--- config.mk ---
export PLATFORM = sky130hd
export DESIGN_NAME = high_speed_pwm_unit
export DESIGN_NICKNAME = d
export VERILOG_FILES = /design/src/design/pwm_unit_pkg.sv /design/src/design/pwm_pair_gen.sv /design/src/design/high_speed_pwm_unit.sv
export SDC_FILE = /design/constraint.sdc
export NUM_CORES = 2
export LEC_CHECK = 0
export BUFFER_PORTS_ARGS = -buffer_cell sky130_fd_sc_hd__buf_4
export CORE_MARGIN = 5
export CORE_UTILIZATION = 60
export CTS_BUF_LIST = sky130_fd_sc_hd__clkbuf_8
export DETAILED_ROUTE_END_ITERATION = 8
export GPL_TIMING_DRIVEN = 0
export PLACE_DENSITY = 0.76
export SKIP_LAST_GASP = 1
export SYNTH_ARGS = -nofsm -noshare
export SYNTH_HDL_FRONTEND = slang
export SYNTH_SLANG_ARGS = --single-unit
--- constraint.sdc ---
create_clock -name clock -period 71.1 [get_ports clock]
set_input_delay 14.22 -clock clock [delete_from_list [all_inputs] [get_ports clock]]
set_output_delay 14.22 -clock clock [all_outputs]
set_load 0.05 [all_outputs]
--- src/design/pwm_unit_pkg.sv ---
// Functional notes
// - Up to three generators, each driving one high and one low output.
// - A master time base restarts every generator so all outputs stay aligned.
// - Enabled and asserted fault or current-limit input forces affected outputs off.
// - Every output pair has its own fault and current-limit input.
// - Each generator pulses an ADC trigger at a programmable count in its period.
// - Special event trigger to the ADC compares against either master time base.
// - External sync input, when enabled, restarts the master time base.
// - Sync output pin pulses at every restart of the MPER master time base, not at SPER time base wraps.
// - Each output pair has its own period and duty cycle.
// - Period and duty changes load per generator at its own period start; phase is taken at each master restart.
// - Center-aligned mode counts up and down, doubling the output period relative to the period value.
// - Edge-aligned mode counts up only, one count per prescaled tick.
// - A per-generator option swaps the high and low outputs.
// - Chop mode gates the outputs with a free-running chopping signal.
// - The time-base clock passes a selectable power-of-two prescaler.
// - Leading-edge blanking masks fault and current-limit after selected edges.
// - Safety fault is latched from reset; cleared by software before running.
package pwm_unit_pkg;
  localparam int ADDR_W = 8;
  localparam int MAX_GEN = 3;
  localparam logic [7:0] ADDR_CTRL = 8'h00;
  localparam logic [7:0] ADDR_MPER = 8'h01;
  localparam logic [7:0] ADDR_SPER = 8'h02;
  localparam logic [7:0] ADDR_SEVT = 8'h03;
  localparam logic [7:0] ADDR_CHOP = 8'h04;
  localparam logic [7:0] ADDR_STAT = 8'h05;
  localparam logic [7:0] ADDR_ICLR = 8'h06;
  localparam logic [7:0] ADDR_IEN = 8'h07;
  localparam logic [3:0] F_CON = 4'h0;
  localparam logic [3:0] F_PER = 4'h1;
  localparam logic [3:0] F_DUTY = 4'h2;
  localparam logic [3:0] F_PHASE = 4'h3;
  localparam logic [3:0] F_DTIME = 4'h4;
  localparam logic [3:0] F_TRIG = 4'h5;
  localparam logic [3:0] F_LEB = 4'h6;
  localparam int CTRL_EN = 0;
  localparam int CTRL_CENTER = 1;
  localparam int CTRL_PS_LSB = 2;
  localparam int CTRL_SYNCI_EN = 5;
  localparam int CTRL_SEV_SEL = 6;
  localparam int CON_OUT_EN = 0;
  localparam int CON_SWAP = 1;
  localparam int CON_FLT_EN = 2;
  localparam int CON_CL_EN = 3;
  localparam int CON_CHOP_EN = 4;
  localparam int CON_FLT_LEB = 5;
  localparam int CON_CL_LEB = 6;
  localparam int CON_LEB_LSB = 8;
  localparam int ST_FLT_LSB = 0;
  localparam int ST_CL_LSB = 3;
  localparam int ST_SEVT = 6;
  localparam int ST_SYNCI = 7;
  localparam int ST_SAFETY = 8;
  localparam int STAT_W = 9;
  localparam logic [15:0] RST_CTRL = 16'h0000;
  localparam logic [15:0] RST_PER = 16'h00ff;
  localparam logic [15:0] RST_CHOP = 16'h000f;
  localparam logic [15:0] RST_ZERO = 16'h0000;
endpackage

--- src/design/pwm_pair_gen.sv ---
`timescale 1ns/1ps
module pwm_pair_gen
  import pwm_unit_pkg::*;
#(
  parameter int DW = 16
) (
  // Clock and reset
  input wire logic clock,
  input wire logic rst,
  input wire logic ce,
  // Time base
  input wire logic tick,
  input wire logic restart,
  input wire logic center,
  // Control
  input wire logic enable,
  input wire logic swap,
  input wire logic flt_en,
  input wire logic cl_en,
  input wire logic chop_en,
  input wire logic chop_gate,
  input wire logic flt_leb_en,
  input wire logic cl_leb_en,
  input wire logic [3:0] leb_edge_en,
  input wire logic kill,
  // Timing values
  input wire logic [DW-1:0] per_in,
  input wire logic [DW-1:0] duty_in,
  input wire logic [DW-1:0] phase_in,
  input wire logic [DW-1:0] dtime_in,
  input wire logic [DW-1:0] trig_in,
  input wire logic [DW-1:0] leb_in,
  // Protection inputs
  input wire logic fault_in,
  input wire logic climit_in,
  // Outputs
  output logic pwm_high_side_out,
  output logic pwm_low_side_out,
  output logic adc_trig,
  output logic fault_evt,
  output logic climit_evt
);
  logic [DW-1:0] cnt_r, per_r, duty_r, dt_cnt_r, leb_cnt_r;
  logic up_r, raw_last_r, hi_r, lo_r, hi_d_r, lo_d_r;
  logic raw, load, edge_hit, flt_det, cl_det, gate, h_pre, l_pre;

  ////////////////////////////////////////////////////////////////////////////
  // Period counter
  always_ff @(posedge clock or posedge rst) begin
    if (rst) begin
      cnt_r <= '0;
      up_r <= 1'b1;
    end else if (ce) begin
      if (restart) begin
        cnt_r <= phase_in;
        up_r <= 1'b1;
      end else if (tick) begin
        if (!center) begin
          cnt_r <= (cnt_r >= per_r) ? '0 : cnt_r + 1'b1;
        end else if (up_r) begin
          if (cnt_r >= per_r) begin
            up_r <= 1'b0;
            cnt_r <= (cnt_r == '0) ? '0 : cnt_r - 1'b1;
          end else begin
            cnt_r <= cnt_r + 1'b1;
          end
        end else if (cnt_r == '0) begin
          up_r <= 1'b1;
          cnt_r <= cnt_r + 1'b1;
        end else begin
          cnt_r <= cnt_r - 1'b1;
        end
      end
    end
  end

  ////////////////////////////////////////////////////////////////////////////
  // Shadow period and duty
  assign load = !enable || (tick && cnt_r == '0);

  always_ff @(posedge clock or posedge rst) begin
    if (rst) begin
      per_r <= DW'(RST_PER);
      duty_r <= '0;
    end else if (ce && load) begin
      per_r <= per_in;
      duty_r <= duty_in;
    end
  end

  ////////////////////////////////////////////////////////////////////////////
  // Dead time
  assign raw = enable && (cnt_r < duty_r);

  always_ff @(posedge clock or posedge rst) begin
    if (rst) begin
      raw_last_r <= 1'b0;
      dt_cnt_r <= '0;
      hi_r <= 1'b0;
      lo_r <= 1'b0;
    end else if (ce) begin
      raw_last_r <= raw;
      if (raw != raw_last_r) begin
        hi_r <= 1'b0;
        lo_r <= 1'b0;
        dt_cnt_r <= dtime_in;
      end else if (dt_cnt_r != '0) begin
        dt_cnt_r <= dt_cnt_r - 1'b1;
      end else begin
        hi_r <= raw;
        lo_r <= enable && !raw;
      end
    end
  end

  ////////////////////////////////////////////////////////////////////////////
  // Leading-edge blanking
  assign edge_hit = (leb_edge_en[0] && hi_r && !hi_d_r) ||
                    (leb_edge_en[1] && !hi_r && hi_d_r) ||
                    (leb_edge_en[2] && lo_r && !lo_d_r) ||
                    (leb_edge_en[3] && !lo_r && lo_d_r);

  always_ff @(posedge clock or posedge rst) begin
    if (rst) begin
      hi_d_r <= 1'b0;
      lo_d_r <= 1'b0;
      leb_cnt_r <= '0;
    end else if (ce) begin
      hi_d_r <= hi_r;
      lo_d_r <= lo_r;
      if (edge_hit) begin
        leb_cnt_r <= leb_in;
      end else if (leb_cnt_r != '0) begin
        leb_cnt_r <= leb_cnt_r - 1'b1;
      end
    end
  end

  assign flt_det = flt_en && fault_in && !(leb_cnt_r != '0 && flt_leb_en);
  assign cl_det = cl_en && climit_in && !(leb_cnt_r != '0 && cl_leb_en);

  ////////////////////////////////////////////////////////////////////////////
  // Output stage
  assign h_pre = swap ? lo_r : hi_r;
  assign l_pre = swap ? hi_r : lo_r;
  assign gate = enable && !kill && !flt_det && !cl_det &&
                (!chop_en || chop_gate);

  always_ff @(posedge clock or posedge rst) begin
    if (rst) begin
      pwm_high_side_out <= 1'b0;
      pwm_low_side_out <= 1'b0;
      adc_trig <= 1'b0;
      fault_evt <= 1'b0;
      climit_evt <= 1'b0;
    end else if (ce) begin
      pwm_high_side_out <= gate && h_pre;
      pwm_low_side_out <= gate && l_pre;
      adc_trig <= enable && tick && (cnt_r == trig_in);
      fault_evt <= flt_det;
      climit_evt <= cl_det;
    end
  end
endmodule

--- src/design/high_speed_pwm_unit.sv ---
// The address-and-strobe port and the address map were chosen for this implementation.
`timescale 1ns/1ps
module high_speed_pwm_unit
  import pwm_unit_pkg::*;
#(
  parameter int NGEN = 3,
  parameter int DW = 16
) (
  // Clock, reset, enable
  input wire logic clock,
  input wire logic rst,
  input wire logic ce,
  // Register port
  input wire logic [ADDR_W-1:0] addr,
  input wire logic [DW-1:0] wdata,
  input wire logic wr,
  input wire logic rd,
  output logic [DW-1:0] rdata,
  // Power stage
  output logic [NGEN-1:0] pwm_high_side_out,
  output logic [NGEN-1:0] pwm_low_side_out,
  input wire logic [NGEN-1:0] fault_in,
  input wire logic [NGEN-1:0] climit_in,
  input wire logic safety_fault_input,
  // ADC triggers
  output logic [NGEN-1:0] adc_trigger,
  output logic adc_special_trigger,
  // External sync
  input wire logic ext_sync_in,
  output logic ext_sync_out,
  // Interrupt
  output logic irq
);
  initial begin
    if (NGEN < 1 || NGEN > MAX_GEN) $error("NGEN must be 1 to 3");
    if (DW < 9 || DW > 16) $error("DW must be 9 to 16");
  end

  logic [DW-1:0] ctrl_r, mper_r, sper_r, sevt_r, chop_r;
  logic [DW-1:0] mcnt_r, scnt_r, chop_cnt_r;
  logic [STAT_W-1:0] stat_r, ien_r, stat_set, stat_clr, stat_view;
  logic [DW-1:0] con_r [NGEN];
  logic [DW-1:0] per_r [NGEN];
  logic [DW-1:0] duty_r [NGEN];
  logic [DW-1:0] phase_r [NGEN];
  logic [DW-1:0] dtime_r [NGEN];
  logic [DW-1:0] trig_r [NGEN];
  logic [DW-1:0] leb_r [NGEN];
  logic [NGEN-1:0] fault_evt, climit_evt;
  logic [6:0] ps_cnt_r, ps_max;
  logic tick, run, m_wrap, sync_edge, master_sync, sync_last_r, chop_sig_r;
  logic safe_lat_r;
  logic [DW-1:0] sev_base, gen_rd;
  logic [3:0] fsel;
  logic [3:0] gidx;

  ////////////////////////////////////////////////////////////////////////////
  // Global register writes
  always_ff @(posedge clock or posedge rst) begin
    if (rst) begin
      ctrl_r <= DW'(RST_CTRL);
      mper_r <= DW'(RST_PER);
      sper_r <= DW'(RST_PER);
      sevt_r <= DW'(RST_ZERO);
      chop_r <= DW'(RST_CHOP);
      ien_r <= '0;
    end else if (ce && wr) begin
      unique case (addr)
        ADDR_CTRL: ctrl_r <= wdata;
        ADDR_MPER: mper_r <= wdata;
        ADDR_SPER: sper_r <= wdata;
        ADDR_SEVT: sevt_r <= wdata;
        ADDR_CHOP: chop_r <= wdata;
        ADDR_IEN: ien_r <= wdata[STAT_W-1:0];
        default: ;
      endcase
    end
  end

  ////////////////////////////////////////////////////////////////////////////
  // Per-generator registers and generators
  assign fsel = addr[3:0];
  assign gidx = addr[7:4];

  generate
    for (genvar g = 0; g < NGEN; g++) begin : gen_pair
      always_ff @(posedge clock or posedge rst) begin
        if (rst) begin
          con_r[g] <= DW'(RST_ZERO);
          per_r[g] <= DW'(RST_PER);
          duty_r[g] <= DW'(RST_ZERO);
          phase_r[g] <= DW'(RST_ZERO);
          dtime_r[g] <= DW'(RST_ZERO);
          trig_r[g] <= DW'(RST_ZERO);
          leb_r[g] <= DW'(RST_ZERO);
        end else if (ce && wr && gidx == 4'(g + 1)) begin
          unique case (fsel)
            F_CON: con_r[g] <= wdata;
            F_PER: per_r[g] <= wdata;
            F_DUTY: duty_r[g] <= wdata;
            F_PHASE: phase_r[g] <= wdata;
            F_DTIME: dtime_r[g] <= wdata;
            F_TRIG: trig_r[g] <= wdata;
            F_LEB: leb_r[g] <= wdata;
            default: ;
          endcase
        end
      end

      pwm_pair_gen #(
        .DW(DW)
      ) u_gen (
        .clock(clock),
        .rst(rst),
        .ce(ce),
        .tick(tick),
        .restart(master_sync),
        .center(ctrl_r[CTRL_CENTER]),
        .enable(run && con_r[g][CON_OUT_EN]),
        .swap(con_r[g][CON_SWAP]),
        .flt_en(con_r[g][CON_FLT_EN]),
        .cl_en(con_r[g][CON_CL_EN]),
        .chop_en(con_r[g][CON_CHOP_EN]),
        .chop_gate(chop_sig_r),
        .flt_leb_en(con_r[g][CON_FLT_LEB]),
        .cl_leb_en(con_r[g][CON_CL_LEB]),
        .leb_edge_en(con_r[g][CON_LEB_LSB+3:CON_LEB_LSB]),
        .kill(safe_lat_r),
        .per_in(per_r[g]),
        .duty_in(duty_r[g]),
        .phase_in(phase_r[g]),
        .dtime_in(dtime_r[g]),
        .trig_in(trig_r[g]),
        .leb_in(leb_r[g]),
        .fault_in(fault_in[g]),
        .climit_in(climit_in[g]),
        .pwm_high_side_out(pwm_high_side_out[g]),
        .pwm_low_side_out(pwm_low_side_out[g]),
        .adc_trig(adc_trigger[g]),
        .fault_evt(fault_evt[g]),
        .climit_evt(climit_evt[g])
      );
    end
  endgenerate

  ////////////////////////////////////////////////////////////////////////////
  // Prescaler
  assign ps_max = 7'((8'h01 << ctrl_r[CTRL_PS_LSB+2:CTRL_PS_LSB]) - 8'h01);
  assign tick = ctrl_r[CTRL_EN] && (ps_cnt_r >= ps_max);

  always_ff @(posedge clock or posedge rst) begin
    if (rst) begin
      ps_cnt_r <= '0;
    end else if (ce) begin
      if (!ctrl_r[CTRL_EN] || tick) begin
        ps_cnt_r <= '0;
      end else begin
        ps_cnt_r <= ps_cnt_r + 7'h01;
      end
    end
  end

  ////////////////////////////////////////////////////////////////////////////
  // Master time bases and sync
  assign run = ctrl_r[CTRL_EN] && !safe_lat_r;
  assign m_wrap = tick && (mcnt_r >= mper_r);
  assign sync_edge = ctrl_r[CTRL_SYNCI_EN] && ext_sync_in && !sync_last_r;
  assign master_sync = m_wrap || sync_edge;

  always_ff @(posedge clock or posedge rst) begin
    if (rst) begin
      sync_last_r <= 1'b0;
    end else if (ce) begin
      sync_last_r <= ext_sync_in;
    end
  end

  always_ff @(posedge clock or posedge rst) begin
    if (rst) begin
      mcnt_r <= '0;
    end else if (ce) begin
      if (sync_edge || m_wrap) begin
        mcnt_r <= '0;
      end else if (tick) begin
        mcnt_r <= mcnt_r + 1'b1;
      end
    end
  end

  always_ff @(posedge clock or posedge rst) begin
    if (rst) begin
      scnt_r <= '0;
    end else if (ce && tick) begin
      scnt_r <= (scnt_r >= sper_r) ? '0 : scnt_r + 1'b1;
    end
  end

  assign sev_base = ctrl_r[CTRL_SEV_SEL] ? scnt_r : mcnt_r;

  always_ff @(posedge clock or posedge rst) begin
    if (rst) begin
      ext_sync_out <= 1'b0;
      adc_special_trigger <= 1'b0;
    end else if (ce) begin
      ext_sync_out <= master_sync;
      adc_special_trigger <= run && tick && (sev_base == sevt_r);
    end
  end

  ////////////////////////////////////////////////////////////////////////////
  // Chopping clock
  always_ff @(posedge clock or posedge rst) begin
    if (rst) begin
      chop_cnt_r <= '0;
      chop_sig_r <= 1'b0;
    end else if (ce) begin
      if (chop_cnt_r >= chop_r) begin
        chop_cnt_r <= '0;
        chop_sig_r <= !chop_sig_r;
      end else begin
        chop_cnt_r <= chop_cnt_r + 1'b1;
      end
    end
  end

  ////////////////////////////////////////////////////////////////////////////
  // Safety fault latch
  always_ff @(posedge clock or posedge rst) begin
    if (rst) begin
      safe_lat_r <= 1'b1;
    end else if (ce) begin
      if (safety_fault_input) begin
        safe_lat_r <= 1'b1;
      end else if (wr && addr == ADDR_ICLR && wdata[ST_SAFETY]) begin
        safe_lat_r <= 1'b0;
      end
    end
  end

  ////////////////////////////////////////////////////////////////////////////
  // Interrupt status
  always_comb begin
    stat_set = '0;
    for (int i = 0; i < NGEN; i++) begin
      stat_set[ST_FLT_LSB+i] = fault_evt[i];
      stat_set[ST_CL_LSB+i] = climit_evt[i];
    end
    stat_set[ST_SEVT] = adc_special_trigger;
    stat_set[ST_SYNCI] = sync_edge;
    stat_set[ST_SAFETY] = 1'b0;
  end

  assign stat_clr = (wr && addr == ADDR_ICLR) ? wdata[STAT_W-1:0] : '0;

  always_ff @(posedge clock or posedge rst) begin
    if (rst) begin
      stat_r <= '0;
    end else if (ce) begin
      stat_r <= (stat_r & ~stat_clr) | stat_set;
    end
  end

  always_comb begin
    stat_view = stat_r;
    stat_view[ST_SAFETY] = safe_lat_r;
  end

  assign irq = |(stat_view & ien_r);

  ////////////////////////////////////////////////////////////////////////////
  // Read data
  always_comb begin
    gen_rd = '0;
    for (int i = 0; i < NGEN; i++) begin
      if (gidx == 4'(i + 1)) begin
        unique case (fsel)
          F_CON: gen_rd = con_r[i];
          F_PER: gen_rd = per_r[i];
          F_DUTY: gen_rd = duty_r[i];
          F_PHASE: gen_rd = phase_r[i];
          F_DTIME: gen_rd = dtime_r[i];
          F_TRIG: gen_rd = trig_r[i];
          F_LEB: gen_rd = leb_r[i];
          default: gen_rd = '0;
        endcase
      end
    end
  end

  always_ff @(posedge clock or posedge rst) begin
    if (rst) begin
      rdata <= '0;
    end else if (ce && rd) begin
      unique case (addr)
        ADDR_CTRL: rdata <= ctrl_r;
        ADDR_MPER: rdata <= mper_r;
        ADDR_SPER: rdata <= sper_r;
        ADDR_SEVT: rdata <= sevt_r;
        ADDR_CHOP: rdata <= chop_r;
        ADDR_STAT: rdata <= DW'(stat_view);
        ADDR_IEN: rdata <= DW'(ien_r);
        default: rdata <= gen_rd;
      endcase
    end
  end
endmodule

==> metrics.txt <==
status finished with violations; violated checks design-rule violations, max-capacitance violations, max-slew violations; Seq/Total Area, Yosys 46.5%; share of cells above drive strength 1 19.6%; residual DRC count 2; non-filler instance count after layout 5,353; Post-CTS Resized 0; core region area 70,000 um^2; DR WL/cell 28.2 um; synthesized area 42,300 um^2; Max Cap Viol 4; detailed-route vias per instance 6.87; largest net degree at the start of global routing 128; fmax 54.9 MHz; PwrDens 22.3 nW/um^2; fin crit share 25.6%; Clock Root Buffer clkbuf_8; crit-path most repeated cell clkbuf_1; via count 36,800; total gr overflow 0; drt pass-1 iters 9; setup total negative slack 0 ps; Synth async-reset ratio 100%; vias in the first global route 34,400; pre-CTS setup slack 52,330 ps; Placed Area 44,100 um^2; CTS Buf Count 135; initial core utilization 60.4%; buffer and inverter count on the worst path 5; max incr delay on CP 1110 ps; clk buf depth 3; Syn Nets 4,308; post-route ant nets 0; average cell area after synthesis 10.3 um^2; H-tree Lvls 4; fin util 67.0%; CP delay by family, top buffers and inverters; final worst setup slack 52,870 ps; CP startpoint kind input pin; Detailed Route Iter0 Violations 5,244; DPL Wire Length 110,000 um; count of different cell masters after synthesis 84; Worst-Skew Late Latency 810 ps; Setup violations, final 0; worst hold path class reg2reg; die area 75,900 um^2; Final Cell Area 46,900 um^2; Syn Inst Count 4,101; Peak VDD IR 0.0167 mV; Clock Skew 41.2 ps; Sink Count 782; yosys warns 0; Nets 4,504; P_leak 21.7 nW; Filler cells 5,431; Worst path slowest cell clkbuf_1; cell total after placement 5,100; Critical Path AT 18,890 ps; initial antenna violation count 10; WL final 151,000 um; Die Height 276 um; Slew @ Worst Pin 1610 ps; cell row count 97; crit-path cells buf_4 > clkbuf_1 > o21ai_0 > or2_2 > clkbuf_1 > nor2_1 > clkbuf_1 > buf_1 > nor2_1; fin. max-slew vios 37; endpoint class of the critical path flop; RSZ-0062 raised after global routing false; count of final hold-check violations 0; CTS tree built; postcts setup bufs 0; clk slew on worst S/H paths 60 ps; first-pass GRT wire length 222,000 um; IO Port Bufs 53; worst rel slew slack -8.90%; Period minus WS final 18,230 ps; Layout Area Growth over Synthesis 10.9%; Synth Register Bits 782; die width 276 um; critical path class in2reg; Tot GR Track Use 39.3%; num ports 65; GP Congestion 1.10; Top FF cell, synth dfrtp_1; required time of the worst setup path 71,760 ps; crit path max fanout 10; hold_buf cts 0; Post-synth EDFFs 0
==> flip-flops by register name (all words and copies together), names as in the netlist, 7 cells and up <==
signal                    count
ps_cnt_r                      7
sevt_r                       16
trig_r                       48
gen_pair.u_gen.duty_r        48
gen_pair.u_gen.per_r         48
per_r                        48
rdata                        16
mcnt_r                       16
sper_r                       16
leb_r                        48
chop_r                       16
gen_pair.u_gen.dt_cnt_r      48
ien_r                         9
duty_r                       48
scnt_r                       16
stat_r                        8
phase_r                      48
chop_cnt_r                   16
ctrl_r                       16
dtime_r                      48
gen_pair.u_gen.leb_cnt_r     48
con_r                        48
gen_pair.u_gen.cnt_r         48
mper_r                       16
==> logic make-up (layout without fill, tap and decap cells) <==
kind of cell | after synthesis | count (layout) | synth area share, %
fa+ha+maj | 170 | 170 | 5.03
flops | 782 | 782 | 46.5
mux | 520 | 520 | 13.7
simple gates | 977 | 977 | 11.2
xor+xnor | 114 | 114 | 2.36
compound gates | 1042 | 1042 | 16.6
buf+inv | 496 | 803 | 4.53
other cells | 0 | 5 | 0
==> tightest hold or removal path: stages, from the launching register on <==
cell and delay (ps):
dfrtp_1 330, nand2_1 40, o21ai_0 60
==> layout by cell type (no fill, tap or decap), drive strengths merged, types with 45 or more instances in the layout <==
cell type,instances
a21oi,199
xor2,86
clkbuf,416
ha,170
dfstp,72
nand2,219
mux2,489
a221oi,56
dfrtp,710
nor2,275
nor3,105
a22o,61
nor4,46
buf,97
o21ai,268
a31oi,62
a22oi,103
inv,268
nand3,86
a21o,58
nand4,45
==> per-stage QoR <==
step           power, mW  hold slack, ps
2_1_floorplan      0.575             441
6_report            1.05             475
3_3_place_gp       0.613             460
3_5_place_dp       0.617             470
4_1_cts             1.04             483
5_1_grt             1.08             508
==> report_power, final <==
group          switching [mW]  total, mW  internal (mW)
clock                   0.196      0.430          0.235
combinational          0.0725      0.112         0.0391
sequential             0.0299      0.503          0.473
==> routing by layer <==
| layer | GRT usage (%) | wire length, um |
|---|---|---|
| met5 | 0.578 | 13 |
| met4 | 20.6 | 10200 |
| met3 | 15.1 | 21700 |
| met2 | 54.0 | 60600 |
| met1 | 54.1 | 58600 |
==> final timing paths <==
path | startpoint | endpoint | slack [ps] | cells past startpoint
setup / recovery | ce | mcnt_r[5] | 52870 | 9
min in group asynchronous | rst | gen_pair[1].u_gen.climit_evt | 13490 | 2
hold reg to reg | gen_pair[0].u_gen.dt_cnt_r[12] | gen_pair[0].u_gen.dt_cnt_r[12] | 480 | 2
hold / removal | gen_pair[0].u_gen.dt_cnt_r[12] | gen_pair[0].u_gen.dt_cnt_r[12] | 480 | 2
max in group asynchronous | rst | per_r[8] | 55040 | 6
setup reg to reg | ctrl_r[3] | mcnt_r[5] | 65810 | 11
==> cells in the mapped netlist (58+ instances only) <==
library cell / n / area (um^2)
a21o_1: 58 / 435
a21oi_1: 198 / 991
a22o_1: 61 / 534
a22oi_1: 103 / 773
a31oi_1: 62 / 388
clkbuf_1: 245 / 920
dfrtp_1: 710 / 17800
dfstp_2: 72 / 1890
ha_1: 170 / 2130
inv_1: 212 / 796
mux2_2: 489 / 5510
nand2_1: 219 / 822
nand3_1: 86 / 430
nor2_1: 275 / 1030
nor3_1: 105 / 526
o21ai_0: 257 / 1290
xor2_1: 86 / 753
==> cell type report <==
| type | count | area [um^2] | area share [%] |
|---|---|---|---|
| Clock inverter | 77 | 468 | 0.998 |
| Tap cell | 940 | 1180 | 2.51 |
| Timing Repair Buffer | 59 | 563 | 1.20 |
| Antenna cell | 5 | 12.5 | 0.0267 |
| Inverter | 213 | 807 | 1.72 |
| Buffer | 283 | 1110 | 2.38 |
| Sequential cell | 782 | 19700 | 41.9 |
| Multi-Input combinational cell | 2823 | 20700 | 44.2 |
| Clock buffer | 171 | 2350 | 5.02 |
No activity file was read; power rests on OpenSTA's default activity.
